## src/common/bss_pkg.sv

```systemverilog
// Functional notes
// - Straps 1:0 pick clock: 00 crystal, 01 8 kHz sync, 10 16 kHz, 11 reserved.
// - Strap 2 picks boot source: 0 host boot, 1 automatic flash boot.
// - Straps default to 0 by pull-downs; only a pull-up gives 1.
// - Flash boot turns general-purpose pin 9 into the flash chip select.
// - Boot runs after hardware reset, power-up and firmware swap.
// - Straps are sampled once after each reset, not on a swap boot, and kept readable as boot sense.
// - Flash boot copies image, applies configuration defaults, then starts executing.
// - Host boot and host swap wait for the host to write program memory.
// - Reset pin low over 10 us drives core supply control low.
// - Supply select low: core supply control drives the regulator transistor.
// - After reset: regulator on, then PLL on with strapped source, wait lock.
// - After lock, queue an event and pull the host interrupt low.
// - First host port, SPI or I2C, to start loading becomes boot master.
// - Two host clock toggles switch the host port to SPI, else I2C.
// - Host port takes SPI up to 25 MHz and I2C up to 400 kHz.
// - Flash boot or flash swap completes in under one second.
// - Without a host only the flash image runs; no swap.
// - Strap pins are released to normal use after sensing.
// - Image is firmware plus a configuration record for user registers.
// - Reset low 100 ns to 10 us gives a full digital reset; here host port SPI mode survives it, only rst_in clears it.
// - At power-up straps are sensed, boot begins 3 ms later.
package bss_pkg;
  localparam int CLK_MHZ       = 100;
  localparam int DIG_MIN_NS    = 100;
  localparam int ANALOG_US     = 10;
  localparam int BOOT_DELAY_MS = 3;
  localparam int BOOT_LIMIT_MS = 1000;
  // Least times round up, the limit rounds down
  localparam int DIG_MIN_CYC    = (DIG_MIN_NS * CLK_MHZ + 999) / 1000;
  localparam int ANALOG_CYC     = ANALOG_US * CLK_MHZ + 1;
  localparam int BOOT_DELAY_CYC = BOOT_DELAY_MS * CLK_MHZ * 1000;
  localparam int BOOT_LIMIT_CYC = BOOT_LIMIT_MS * CLK_MHZ * 1000 - 1;
  localparam int LOWCNT_W       = 10;
  localparam int TMR_W          = 27;
  localparam int HPORT_SPI_TOGGLES = 2;
  // Strap field layout and codes
  localparam int STRAP_CLK_LSB  = 0;
  localparam int STRAP_BOOT_BIT = 2;
  localparam logic [2:0] STRAP_RESET = 3'h0;
  localparam logic [1:0] CLK_XTAL  = 2'h0;
  localparam logic [1:0] CLK_FS8K  = 2'h1;
  localparam logic [1:0] CLK_FS16K = 2'h2;
  localparam logic [1:0] CLK_RSVD  = 2'h3;
  // Gray codes along IDLE..RUN
  typedef enum logic [3:0] {
    ST_IDLE   = 4'h0,
    ST_STRAP  = 4'h1,
    ST_SETTLE = 4'h3,
    ST_REG_UP = 4'h2,
    ST_PLL    = 4'h6,
    ST_READY  = 4'h7,
    ST_FLASH  = 4'h5,
    ST_CFG    = 4'h4,
    ST_RUN    = 4'hC,
    ST_HOST   = 4'hD,
    ST_HOLD   = 4'hF
  } bss_state_type;
  function automatic logic bss_clk_reserved(input logic [2:0] s);
    return s[STRAP_CLK_LSB +: 2] == CLK_RSVD;
  endfunction : bss_clk_reserved
  function automatic logic bss_auto_boot(input logic [2:0] s);
    return s[STRAP_BOOT_BIT];
  endfunction : bss_auto_boot
endpackage : bss_pkg

```

## src/common/bss_hbi_if.sv

```systemverilog
`timescale 1ns/1ps
// Host port mode and boot master selection between sequencer and detector
interface bss_hport_if;
  logic host_clk;
  logic spi_start;
  logic i2c_start;
  logic arm;
  logic spi_mode;
  logic master_valid;
  logic master_spi;
  modport det (input host_clk, spi_start, i2c_start, arm,
               output spi_mode, master_valid, master_spi);
  modport seq (output host_clk, spi_start, i2c_start, arm,
               input spi_mode, master_valid, master_spi);
endinterface : bss_hport_if

```

## src/rtl/bss_hbi_detect.sv

```systemverilog
`timescale 1ns/1ps
module bss_hport_detect (
  // Clock and reset
  input  wire logic ref_clk_in,
  input  wire logic rst_in,
  // Host port side
  bss_hport_if.det  hport
);
  import bss_pkg::*;

  logic       clk_prev_q;
  logic [1:0] toggles_q;
  logic       spi_mode_q;
  logic       master_valid_q;
  logic       master_spi_q;

  // Host clock sampled at 4x the fastest SPI clock, so no edge is missed
  always_ff @(posedge ref_clk_in or posedge rst_in) begin
    if (rst_in) begin
      clk_prev_q <= 1'b0;
      toggles_q  <= 2'h0;
      spi_mode_q <= 1'b0;
    end else begin
      clk_prev_q <= hport.host_clk;
      if (hport.host_clk && !clk_prev_q && !spi_mode_q) begin
        toggles_q <= toggles_q + 2'h1;
        if (toggles_q == 2'(HPORT_SPI_TOGGLES - 1)) begin
          spi_mode_q <= 1'b1;
        end
      end
    end
  end

  // First port to start a transfer while armed keeps mastership
  always_ff @(posedge ref_clk_in or posedge rst_in) begin
    if (rst_in) begin
      master_valid_q <= 1'b0;
      master_spi_q   <= 1'b0;
    end else if (!hport.arm) begin
      master_valid_q <= 1'b0;
      master_spi_q   <= 1'b0;
    end else if (!master_valid_q && (hport.spi_start || hport.i2c_start)) begin
      master_valid_q <= 1'b1;
      master_spi_q   <= hport.spi_start && spi_mode_q;
    end
  end

  assign hport.spi_mode     = spi_mode_q;
  assign hport.master_valid = master_valid_q;
  assign hport.master_spi   = master_spi_q;
endmodule : bss_hport_detect

```

## src/rtl/bss_boot_seq.sv

```systemverilog
`timescale 1ns/1ps
module bss_boot_seq #(
  parameter int unsigned BOOT_DELAY_CYCLES = bss_pkg::BOOT_DELAY_CYC,
  parameter int unsigned BOOT_LIMIT_CYCLES = bss_pkg::BOOT_LIMIT_CYC
) (
  // Clock and reset
  input  wire logic       ref_clk_in,
  input  wire logic       rst_in,
  // Reset pin and straps
  input  wire logic       hw_reset_n_in,
  input  wire logic [2:0] strap_in,
  // Supply and clocking
  input  wire logic       supply_source_select_in,
  input  wire logic       core_supply_good_in,
  input  wire logic       pll_lock_in,
  // Firmware swap request from host
  input  wire logic       swap_req_in,
  input  wire logic       swap_from_flash_in,
  // Loader status
  input  wire logic       flash_load_done_in,
  input  wire logic       host_load_done_in,
  // Host bus interface activity
  input  wire logic       host_clk_in,
  input  wire logic       spi_xfer_start_in,
  input  wire logic       i2c_xfer_start_in,
  // Supply and PLL control
  output logic            core_supply_control_out,
  output logic            int_reg_drive_out,
  output logic            pll_en_out,
  output logic [1:0]      pll_src_out,
  // Host signalling
  output logic            host_interrupt_n_out,
  output logic            event_push_out,
  // Boot sense and pin use
  output logic [2:0]      boot_sense_out,
  output logic            strap_pins_free_out,
  output logic            gpio9_cs_mode_out,
  output logic            flash_chip_select_n_out,
  // Loader control
  output logic            flash_load_req_out,
  output logic            cfg_apply_out,
  output logic            run_out,
  output logic            boot_timeout_out,
  // Host port mode
  output logic            spi_mode_out,
  output logic            boot_master_valid_out,
  output logic            boot_master_spi_out
);
  import bss_pkg::*;

  // Sequencer state, pin low counter and shared timer
  bss_state_type      state_q;
  bss_state_type      state_d;
  logic [LOWCNT_W-1:0] lowcnt_q;
  logic [TMR_W-1:0]   timer_q;
  // Latched straps and registered copies of the outputs
  logic [2:0]         strap_q;
  logic               core_supply_control_q;
  logic               pll_en_q;
  logic [1:0]         pll_src_q;
  logic               host_interrupt_n_q;
  logic               event_push_q;
  logic               strap_free_q;
  logic               gpio9_cs_q;
  logic               flash_cs_n_q;
  logic               flash_req_q;
  logic               cfg_apply_q;
  logic               run_q;
  logic               timeout_q;
  logic               int_reg_q;
  logic               spi_mode_q;
  logic               master_valid_q;
  logic               master_spi_q;
  // Swap origin and decoded counter conditions
  logic               from_swap_q;
  logic               pin_reset;
  logic               analog_off;
  logic               delay_done;
  logic               limit_hit;

  bss_hport_if hport ();

  // Port mode and master detector
  bss_hport_detect u_detect (
    .ref_clk_in (ref_clk_in),
    .rst_in     (rst_in),
    .hport      (hport.det)
  );

  // Detector is armed only while waiting for a host download
  assign hport.host_clk  = host_clk_in;
  assign hport.spi_start = spi_xfer_start_in;
  assign hport.i2c_start = i2c_xfer_start_in;
  assign hport.arm       = (state_q == ST_HOST);

  // Low time of the reset pin; saturates at the analog threshold
  always_ff @(posedge ref_clk_in or posedge rst_in) begin
    if (rst_in) begin
      lowcnt_q <= '0;
    end else if (hw_reset_n_in) begin
      lowcnt_q <= '0;
    end else if (lowcnt_q != LOWCNT_W'(ANALOG_CYC)) begin
      lowcnt_q <= lowcnt_q + LOWCNT_W'(1);
    end
  end

  // Shorter glitches are ignored; anything from 100 ns up resets the logic
  assign pin_reset  = (lowcnt_q >= LOWCNT_W'(DIG_MIN_CYC));
  assign analog_off = (lowcnt_q == LOWCNT_W'(ANALOG_CYC));
  assign delay_done = (timer_q == TMR_W'(BOOT_DELAY_CYCLES - 1));
  assign limit_hit  = (timer_q == TMR_W'(BOOT_LIMIT_CYCLES - 1));

  // Next state
  always_comb begin
    state_d = state_q;
    case (state_q)
      ST_IDLE: begin
        // Clock must already be valid when the pin is released
        if (hw_reset_n_in) begin
          state_d = ST_STRAP;
        end
      end
      ST_STRAP: begin
        state_d = ST_SETTLE;
      end
      ST_SETTLE: begin
        if (delay_done) begin
          state_d = ST_REG_UP;
        end
      end
      ST_REG_UP: begin
        if (core_supply_good_in) begin
          state_d = ST_PLL;
        end
      end
      ST_PLL: begin
        if (pll_lock_in) begin
          // Reserved clock code parks the sequencer for good
          state_d = bss_clk_reserved(strap_q) ? ST_HOLD : ST_READY;
        end
      end
      ST_READY: begin
        // A swap lets the host pick the source; otherwise the straps decide
        if (from_swap_q) begin
          state_d = swap_from_flash_in ? ST_FLASH : ST_HOST;
        end else begin
          state_d = bss_auto_boot(strap_q) ? ST_FLASH : ST_HOST;
        end
      end
      ST_FLASH: begin
        // Done wins over the limit when both land in one cycle
        if (flash_load_done_in) begin
          state_d = ST_CFG;
        end else if (limit_hit) begin
          state_d = ST_HOLD;
        end
      end
      ST_CFG: begin
        state_d = ST_RUN;
      end
      ST_HOST: begin
        // Load done means nothing until some port has become master
        if (host_load_done_in && master_valid_q) begin
          state_d = ST_RUN;
        end
      end
      ST_RUN: begin
        // Only a host can ask for a swap, so a hostless system stays put
        if (swap_req_in) begin
          state_d = ST_READY;
        end
      end
      ST_HOLD: begin
        // Only a reset leaves; a timed-out load never retries by itself
        state_d = ST_HOLD;
      end
      default: begin
        state_d = ST_IDLE;
      end
    endcase
  end

  // State register; a long enough pin pulse restarts from idle
  always_ff @(posedge ref_clk_in or posedge rst_in) begin
    if (rst_in) begin
      state_q <= ST_IDLE;
    end else if (pin_reset) begin
      state_q <= ST_IDLE;
    end else begin
      state_q <= state_d;
    end
  end

  // Swap origin, remembered so READY knows who picks the source
  always_ff @(posedge ref_clk_in or posedge rst_in) begin
    if (rst_in) begin
      from_swap_q <= 1'b0;
    end else if (pin_reset || state_q == ST_IDLE) begin
      from_swap_q <= 1'b0;
    end else if (state_q == ST_RUN && swap_req_in) begin
      from_swap_q <= 1'b1;
    end
  end

  // Shared timer: settle delay, then flash load limit
  always_ff @(posedge ref_clk_in or posedge rst_in) begin
    if (rst_in) begin
      timer_q <= '0;
    end else if (state_q != state_d || pin_reset) begin
      timer_q <= '0;
    end else if (state_q == ST_SETTLE || state_q == ST_FLASH) begin
      timer_q <= timer_q + TMR_W'(1);
    end
  end

  // Straps caught once after each reset and held; pull-downs make 0 default
  always_ff @(posedge ref_clk_in or posedge rst_in) begin
    if (rst_in) begin
      strap_q      <= STRAP_RESET;
      strap_free_q <= 1'b0;
    end else if (pin_reset) begin
      strap_q      <= STRAP_RESET;
      strap_free_q <= 1'b0;
    end else if (state_q == ST_STRAP) begin
      strap_q      <= strap_in;
      strap_free_q <= 1'b1;
    end
  end

  // Core supply: off only on a long pin low, kept through short pulses
  always_ff @(posedge ref_clk_in or posedge rst_in) begin
    if (rst_in) begin
      core_supply_control_q <= 1'b0;
      int_reg_q             <= 1'b0;
    end else if (analog_off) begin
      core_supply_control_q <= 1'b0;
      int_reg_q             <= 1'b0;
    end else if (state_q == ST_REG_UP) begin
      core_supply_control_q <= 1'b1;
      int_reg_q             <= !supply_source_select_in;
    end
  end

  // PLL follows the supply and takes its source from the clock straps
  always_ff @(posedge ref_clk_in or posedge rst_in) begin
    if (rst_in) begin
      pll_en_q  <= 1'b0;
      pll_src_q <= CLK_XTAL;
    end else if (pin_reset) begin
      pll_en_q  <= 1'b0;
      pll_src_q <= CLK_XTAL;
    end else if (state_q == ST_PLL) begin
      pll_en_q  <= 1'b1;
      pll_src_q <= strap_q[STRAP_CLK_LSB +: 2];
    end
  end

  // Event pulse and interrupt on entry to READY, never from HOLD
  always_ff @(posedge ref_clk_in or posedge rst_in) begin
    if (rst_in) begin
      event_push_q       <= 1'b0;
      host_interrupt_n_q <= 1'b1;
    end else if (pin_reset) begin
      event_push_q       <= 1'b0;
      host_interrupt_n_q <= 1'b1;
    end else begin
      event_push_q <= (state_d == ST_READY && state_q != ST_READY);
      // Interrupt stays low until the image runs, so a late host still sees it
      if (state_d == ST_READY && state_q != ST_READY) begin
        host_interrupt_n_q <= 1'b0;
      end else if (state_q == ST_RUN) begin
        host_interrupt_n_q <= 1'b1;
      end
    end
  end

  // Pin 9 becomes flash select only in flash boot or flash swap; select active in FLASH
  always_ff @(posedge ref_clk_in or posedge rst_in) begin
    if (rst_in) begin
      gpio9_cs_q   <= 1'b0;
      flash_cs_n_q <= 1'b1;
      flash_req_q  <= 1'b0;
    end else if (pin_reset) begin
      gpio9_cs_q   <= 1'b0;
      flash_cs_n_q <= 1'b1;
      flash_req_q  <= 1'b0;
    end else begin
      // Pin 9 goes back to general use as soon as the load ends
      gpio9_cs_q   <= (state_d == ST_FLASH);
      flash_cs_n_q <= !(state_d == ST_FLASH);
      flash_req_q  <= (state_d == ST_FLASH);
    end
  end

  // Config defaults applied only after a flash load; host sets its own
  always_ff @(posedge ref_clk_in or posedge rst_in) begin
    if (rst_in) begin
      cfg_apply_q <= 1'b0;
      run_q       <= 1'b0;
    end else if (pin_reset) begin
      cfg_apply_q <= 1'b0;
      run_q       <= 1'b0;
    end else begin
      cfg_apply_q <= (state_d == ST_CFG);
      run_q       <= (state_d == ST_RUN);
    end
  end

  // Load over the limit is flagged and parks the sequencer
  always_ff @(posedge ref_clk_in or posedge rst_in) begin
    if (rst_in) begin
      timeout_q <= 1'b0;
    end else if (pin_reset) begin
      timeout_q <= 1'b0;
    end else if (state_q == ST_FLASH && limit_hit && !flash_load_done_in) begin
      timeout_q <= 1'b1;
    end
  end

  // Host port status registered for the outputs
  always_ff @(posedge ref_clk_in or posedge rst_in) begin
    if (rst_in) begin
      spi_mode_q     <= 1'b0;
      master_valid_q <= 1'b0;
      master_spi_q   <= 1'b0;
    end else begin
      spi_mode_q     <= hport.spi_mode;
      master_valid_q <= hport.master_valid;
      master_spi_q   <= hport.master_spi;
    end
  end

  // Outputs straight from flip-flops
  assign core_supply_control_out = core_supply_control_q;
  assign int_reg_drive_out       = int_reg_q;
  assign pll_en_out              = pll_en_q;
  assign pll_src_out             = pll_src_q;
  assign host_interrupt_n_out    = host_interrupt_n_q;
  assign event_push_out          = event_push_q;
  assign boot_sense_out          = strap_q;
  assign strap_pins_free_out     = strap_free_q;
  assign gpio9_cs_mode_out       = gpio9_cs_q;
  assign flash_chip_select_n_out = flash_cs_n_q;
  assign flash_load_req_out      = flash_req_q;
  assign cfg_apply_out           = cfg_apply_q;
  assign run_out                 = run_q;
  assign boot_timeout_out        = timeout_q;
  assign spi_mode_out            = spi_mode_q;
  assign boot_master_valid_out   = master_valid_q;
  assign boot_master_spi_out     = master_spi_q;
endmodule : bss_boot_seq

```

## config.mk

```make
export PLATFORM = sky130hd
export DESIGN_NAME = bss_boot_seq
export DESIGN_NICKNAME = d
export VERILOG_FILES = /design/src/common/bss_pkg.sv /design/src/common/bss_hbi_if.sv /design/src/rtl/bss_hbi_detect.sv /design/src/rtl/bss_boot_seq.sv
export SDC_FILE = /design/constraint.sdc
export NUM_CORES = 1
export LEC_CHECK = 0
export ABC_AREA = 1
export BUFFER_PORTS_ARGS = -buffer_cell sky130_fd_sc_hd__buf_2
export CORE_UTILIZATION = 47
export CTS_CLUSTER_SIZE = 28
export DETAILED_ROUTE_END_ITERATION = 8
export PLACE_DENSITY_LB_ADDON = 0.05
export SYNTH_ARGS = -nofsm -noshare
export SYNTH_HDL_FRONTEND = slang
export SYNTH_SLANG_ARGS = --single-unit
```

## constraint.sdc

```tcl
create_clock -name ref_clk_in -period 5.55 [get_ports ref_clk_in]
set_input_delay 0 -clock ref_clk_in [delete_from_list [all_inputs] [get_ports ref_clk_in]]
set_output_delay 0 -clock ref_clk_in [all_outputs]
set_load 0.02 [all_outputs]
```

After elaboration in Yosys (flattened, before gate mapping). Index checks and enable logic that the tools add are counted.

$add $sub $neg: 3. $lt $le $gt $ge: 1. Equality and inequality tests: 23. Muxes and demuxes: 46. Reduce and logical (&&, ||, !) cells: 29.

Operators by type and width (number): $mux W27 (2); $mux W4 (13); $pmux W4 S11 (1); $eq A4 B3 Y1 const B (7); $add A27 B1 Y27 const B (1); $eq A27 B19 Y1 const B (1); $eq A27 B27 Y1 const B (1); $mux W1 (24); $mux W10 (2); $eq A4 B4 Y1 const B (4); $reduce_bool A2 Y1 (7); $add A10 B1 Y10 const B (1); $eq A10 B10 Y1 const B (1); $ge A10 B4 Y1 const B (1); $ne A10 B10 Y1 const B (1); $logic_and A1 B1 Y1 (9); $eq A4 B2 Y1 const B (2); $logic_not A1 Y1 (6); $mux W3 (2); $eq A4 B1 Y1 const B (1); $logic_not A4 Y1 (1); $logic_or A1 B1 Y1 (4); $mux W2 (2); $ne A4 B3 Y1 const B (1); 7 further kinds (7).

Register bits: 67. Input port bits: 16. Output and inout bits: 20. Logic and storage cells: 127.

Logic depth before layout (Yosys ltp).
Depth in word-level cells: 8. Depth in mapped cells: 14. Depth with buffers taken out: 13.

Cells and area by module. A second synthesis with hierarchy kept.

Cells, all modules: 488. Area, all modules: 3893.7 um^2.

Modules (own cells, without submodules): bss_boot_seq (times used 1, cells each 458, area an instance 3618.5 um^2, seq. area each 1529.0 um^2); bss_hport_detect (times used 1, cells each 30, area an instance 275.3 um^2, seq. area each 150.1 um^2).

Worst setup path after synthesis. No wires, ideal clock.

Kind: register to register. Start: register timer_q[0]. End: register timer_q[7]. Library setup time: 80 ps. Arrival time: 1726 ps. Data required time: 5470 ps. Path slack: 3744 ps. Cell stages (with the launch flop): 14. Path buffers: 1. Period minus slack after synthesis: 1806 ps. Cell sequence: dfrtp_1 inv_1 ha_1 nand2_1 nor2_1 nand2_1 nor2_1 nand3_4 nand3_1 nand3_2 nor2_4 nand3_4 buf_12 nor3_4.

Cells in the longest elaborated chain, start to end: 7. Elaborated cells on any way between the ends: 12. Those cells by class: add/sub: 1; eq/ne: 3; mux: 6; reduce/logical: 2.

Ends and longest elaborated chain: start, declared (line bss_boot_seq.sv:55) `logic [TMR_W-1:0] timer_q;`; start signal, assigned (line bss_boot_seq.sv:212) `timer_q <= timer_q + TMR_W'(1);`; $eq A27 B27 Y1 (line bss_boot_seq.sv:111) `assign limit_hit = (timer_q == TMR_W'(BOOT_LIMIT_CYCLES - 1));`; $mux W4 (line bss_boot_seq.sv:154) `end else if (limit_hit) begin`; $mux W4 (line bss_boot_seq.sv:152) `if (flash_load_done_in) begin`; $pmux W4 S11 (line bss_boot_seq.sv:116) `case (state_q)`; $ne A4 B4 Y1 (line bss_boot_seq.sv:209) `end else if (state_q != state_d || pin_reset) begin`; $logic_or A1 B1 Y1 (line bss_boot_seq.sv:209); $mux W27 or $reduce_bool A2 Y1 (tied branches).

Parallel ways exist; a longest one is shown, timed or not. The select of a mux whose other input is x is not followed. A chain may end at the register's enable or synchronous reset.

Worst setup path after layout.
Start: register timer_q[0]. End: register timer_q[24].

Same word-level chain as after synthesis.

==> results.sh <==
export IMPL_drive_gt1_frac=0.2111
export IMPL_power_density_mw_per_mm2=384.5
export IMPL_vias=3077
export IMPL_yosys_cell_types_count=40
export IMPL_reg2reg_setup_slack_ps=3260
export IMPL_cts_buffer_depth=2
export IMPL_path_class="register to register"
export IMPL_finish_net_count=557
export IMPL_initial_core_util=0.4923
export IMPL_maxCapViolCount=0
export IMPL_core_region_area_sq_mm=0.007807
export IMPL_grt_max_degree=68
export IMPL_yosys_top_cells_area="dfrtp_1, nand2_1, inv_1"
export IMPL_place_gp_congestion=0.9346
export IMPL_initialDrtViolationCount=127
export IMPL_yosys_warnings=0
export IMPL_crit_path_end_kind="register"
export IMPL_min_delay_path_depth=4
export IMPL_reg2reg_depth=12
export IMPL_p_leak_nw=2.095
export IMPL_r2r_end="timer_q[24]"
export IMPL_skew_ps=11.51
export IMPL_final_max_slew_viol_count=0
export IMPL_syn_num_nets=507
export IMPL_h_tree_depth=3
export IMPL_post_cts_resized=0
export IMPL_slew_headroom=0.4395
export IMPL_cts_tree="yes"
export IMPL_min_period_ps=2290
export IMPL_crit_fanout=26
export IMPL_synthesis_instances=485
export IMPL_slowest_delay_ps=410
export IMPL_worst_pin_slew_ps=840.7
export IMPL_layout_commonest_cell="nand2_1"
export IMPL_crit_path_start_kind="register"
export IMPL_worstPathBufferInverterCount=1
export IMPL_drc=0
export IMPL_dieWidth_um=92.43
export IMPL_die_h_um=92.43
export IMPL_ys_ff_latch=67
export IMPL_async_reset_ff_frac=1.000
export IMPL_rsz0062_at_grt="false"
export IMPL_yosys_area_top_type="dfrtp_1"
export IMPL_num_rows=32
export IMPL_port_buffer_count=35
export IMPL_diodes=0
export IMPL_wl_per_cell_um=12.56
export IMPL_antenna_left=0
export IMPL_path_delay_family="simple AND/OR/NAND/NOR gates"
export IMPL_insertion_delay_ps=350
export IMPL_synth_yosys_seq_area_share=0.4368
export IMPL_crit_arrival_ps=2550
export IMPL_hold_path_startpoint="i2c_xfer_start_in"
export IMPL_cts_buffers_inserted=9
export IMPL_vias_per_cell=4.793
export IMPL_dpl_hpwl_um=5880
export IMPL_clock_fmax_ghz=0.4366
export IMPL_die_area_sq_mm=0.008543
export IMPL_crit_slowest_cell="dfrtp_1"
export IMPL_drt_first_pass_iters=4
export IMPL_ys_dominant_reg_cell="dfrtp_1"
export IMPL_clock_sinks=67
export IMPL_r2r_start="timer_q[0]"
export IMPL_worstPathRequired_ps=5810
export IMPL_fin_setup_tns_ps=0
export IMPL_holdPathEnd="u_detect.hport.master_spi"
export IMPL_final_cell_mix="nand2_1, inv_1, nor2_1, dfrtp_1, buf_2"
export IMPL_grt_pass1_wl_um=14410
export IMPL_cts_root_buf="clkbuf_8"
export IMPL_path_cells="inv_1, ha_1, nand2_1, nor2_1, nand2_1, nor2_1, nand3_4, nand3_1, nand3_2, nor2_4, nand3_4, nor3_1"
export IMPL_ios=36
export IMPL_status="finished clean"
export IMPL_worst_hold_path_type="primary input to register"
export IMPL_synth_avg_cell_area_sq_um=7.925
export IMPL_area_delta_synth_final_pct=14.45
export IMPL_period_share=0.4127
export IMPL_finish_utilization=0.5635
export IMPL_grt_pass1_vias=3185
export IMPL_finalHoldViolCount=0
export IMPL_clk_pin_slew_ps=80
export IMPL_synth_edf_count=0
export IMPL_p_total_w=0.001692
export IMPL_synth_top_area_share=0.4232
export IMPL_max_vdd_ir_drop_v=0.0002892
export IMPL_setup_violations=0
export IMPL_gr_total_overflow=0
export IMPL_routed_wl_um=8064
export IMPL_grt_antenna_before_repair=0
export IMPL_syn_cell_area_sq_mm=0.003844
export IMPL_grtUsageTotal=0.2148
cell type report:
cell class / instances / area, sq um
clock inverters: 5 / 61.31
flip-flops and latches: 67 / 1679
clock buffers: 11 / 151.4
fillers: 767 / 3408
well taps: 102 / 127.6
inverters: 86 / 322.8
repair buffers: 45 / 272.8
multi-input cells: 326 / 1784
repair_timing:
item | CTS | global route
hold buffers | 9 | 0
setup endpoints to repair | 0 | 0
hold endpoints to repair | 77 | 0
setup buffers | 0 | 0
how the worst max path moves through the flow:
stage	slack (ps)	start	cells after the start	to
2_1_floorplan	3740	timer_q[0]	13	timer_q[7]
3_3_place_gp	3290	timer_q[0]	12	timer_q[23]
3_5_place_dp	3210	timer_q[0]	12	timer_q[24]
4_1_cts	3190	timer_q[0]	12	timer_q[24]
5_1_grt	2900	timer_q[0]	12	timer_q[24]
6_report	3260	timer_q[0]	12	timer_q[24]
power by group:
group / internal [W] / switching (W)
clock: 0.000233 / 0.000202
sequential: 0.000553 / 0.0000478
combinational: 0.000186 / 0.000471
cell families after synthesis:
kind of cell | Yosys count | synth area share
AND/OR/NAND/NOR | 264 | 0.3522
XOR/XNOR | 12 | 0.02734
buffers and inverters | 92 | 0.09896
adder cells (fa/ha/maj) | 6 | 0.01953
AO/OA/AOI/OAI | 44 | 0.06510
flip-flops | 67 | 0.4368
tightest hold or removal path, cell delays in order:
cell	delay, ps
buf_2	70
nor2_1	30
nor2_1	150
a21oi_1	90
layer usage:
metal,track usage,vias to the layer above,part of all wire
met3,0.03366,14,0.033
met4,0.1042,0,0.021
met5,0,-,0
met2,0.3623,54,0.47
li1,-,1602,-
met1,0.2680,1407,0.47
synth_stat cells (all sizes together), types with 4 or more instances:
cell type and count:
nand2 101, nor2 101, inv 86, dfrtp 65
nor3 25, nand3 20, o21ai 20, a21oi 16
xor2 10, nand4 9, ha 6, buf 4
sequential cells by signal (all words and copies together) (netlist names), 2 cells and up:
name and cells:
pll_src_out 2, state_q 4, timer_q 27, boot_sense_out 3
lowcnt_q 10, u_detect.toggles_q 2
through the flow:
step	instance area [sq um]	hold slack (ps)	worst slack, ps	instances
after floorplan	3844	31.43	3744	485
after global placement	4096	129.6	3286	617
after detailed placement	4096	130.9	3209	617
after CTS	4399	15.67	3189	642
after global routing	4399	52.14	2901	642
final	4399	21.16	3260	642
Power figures use the tool's default switching activity.
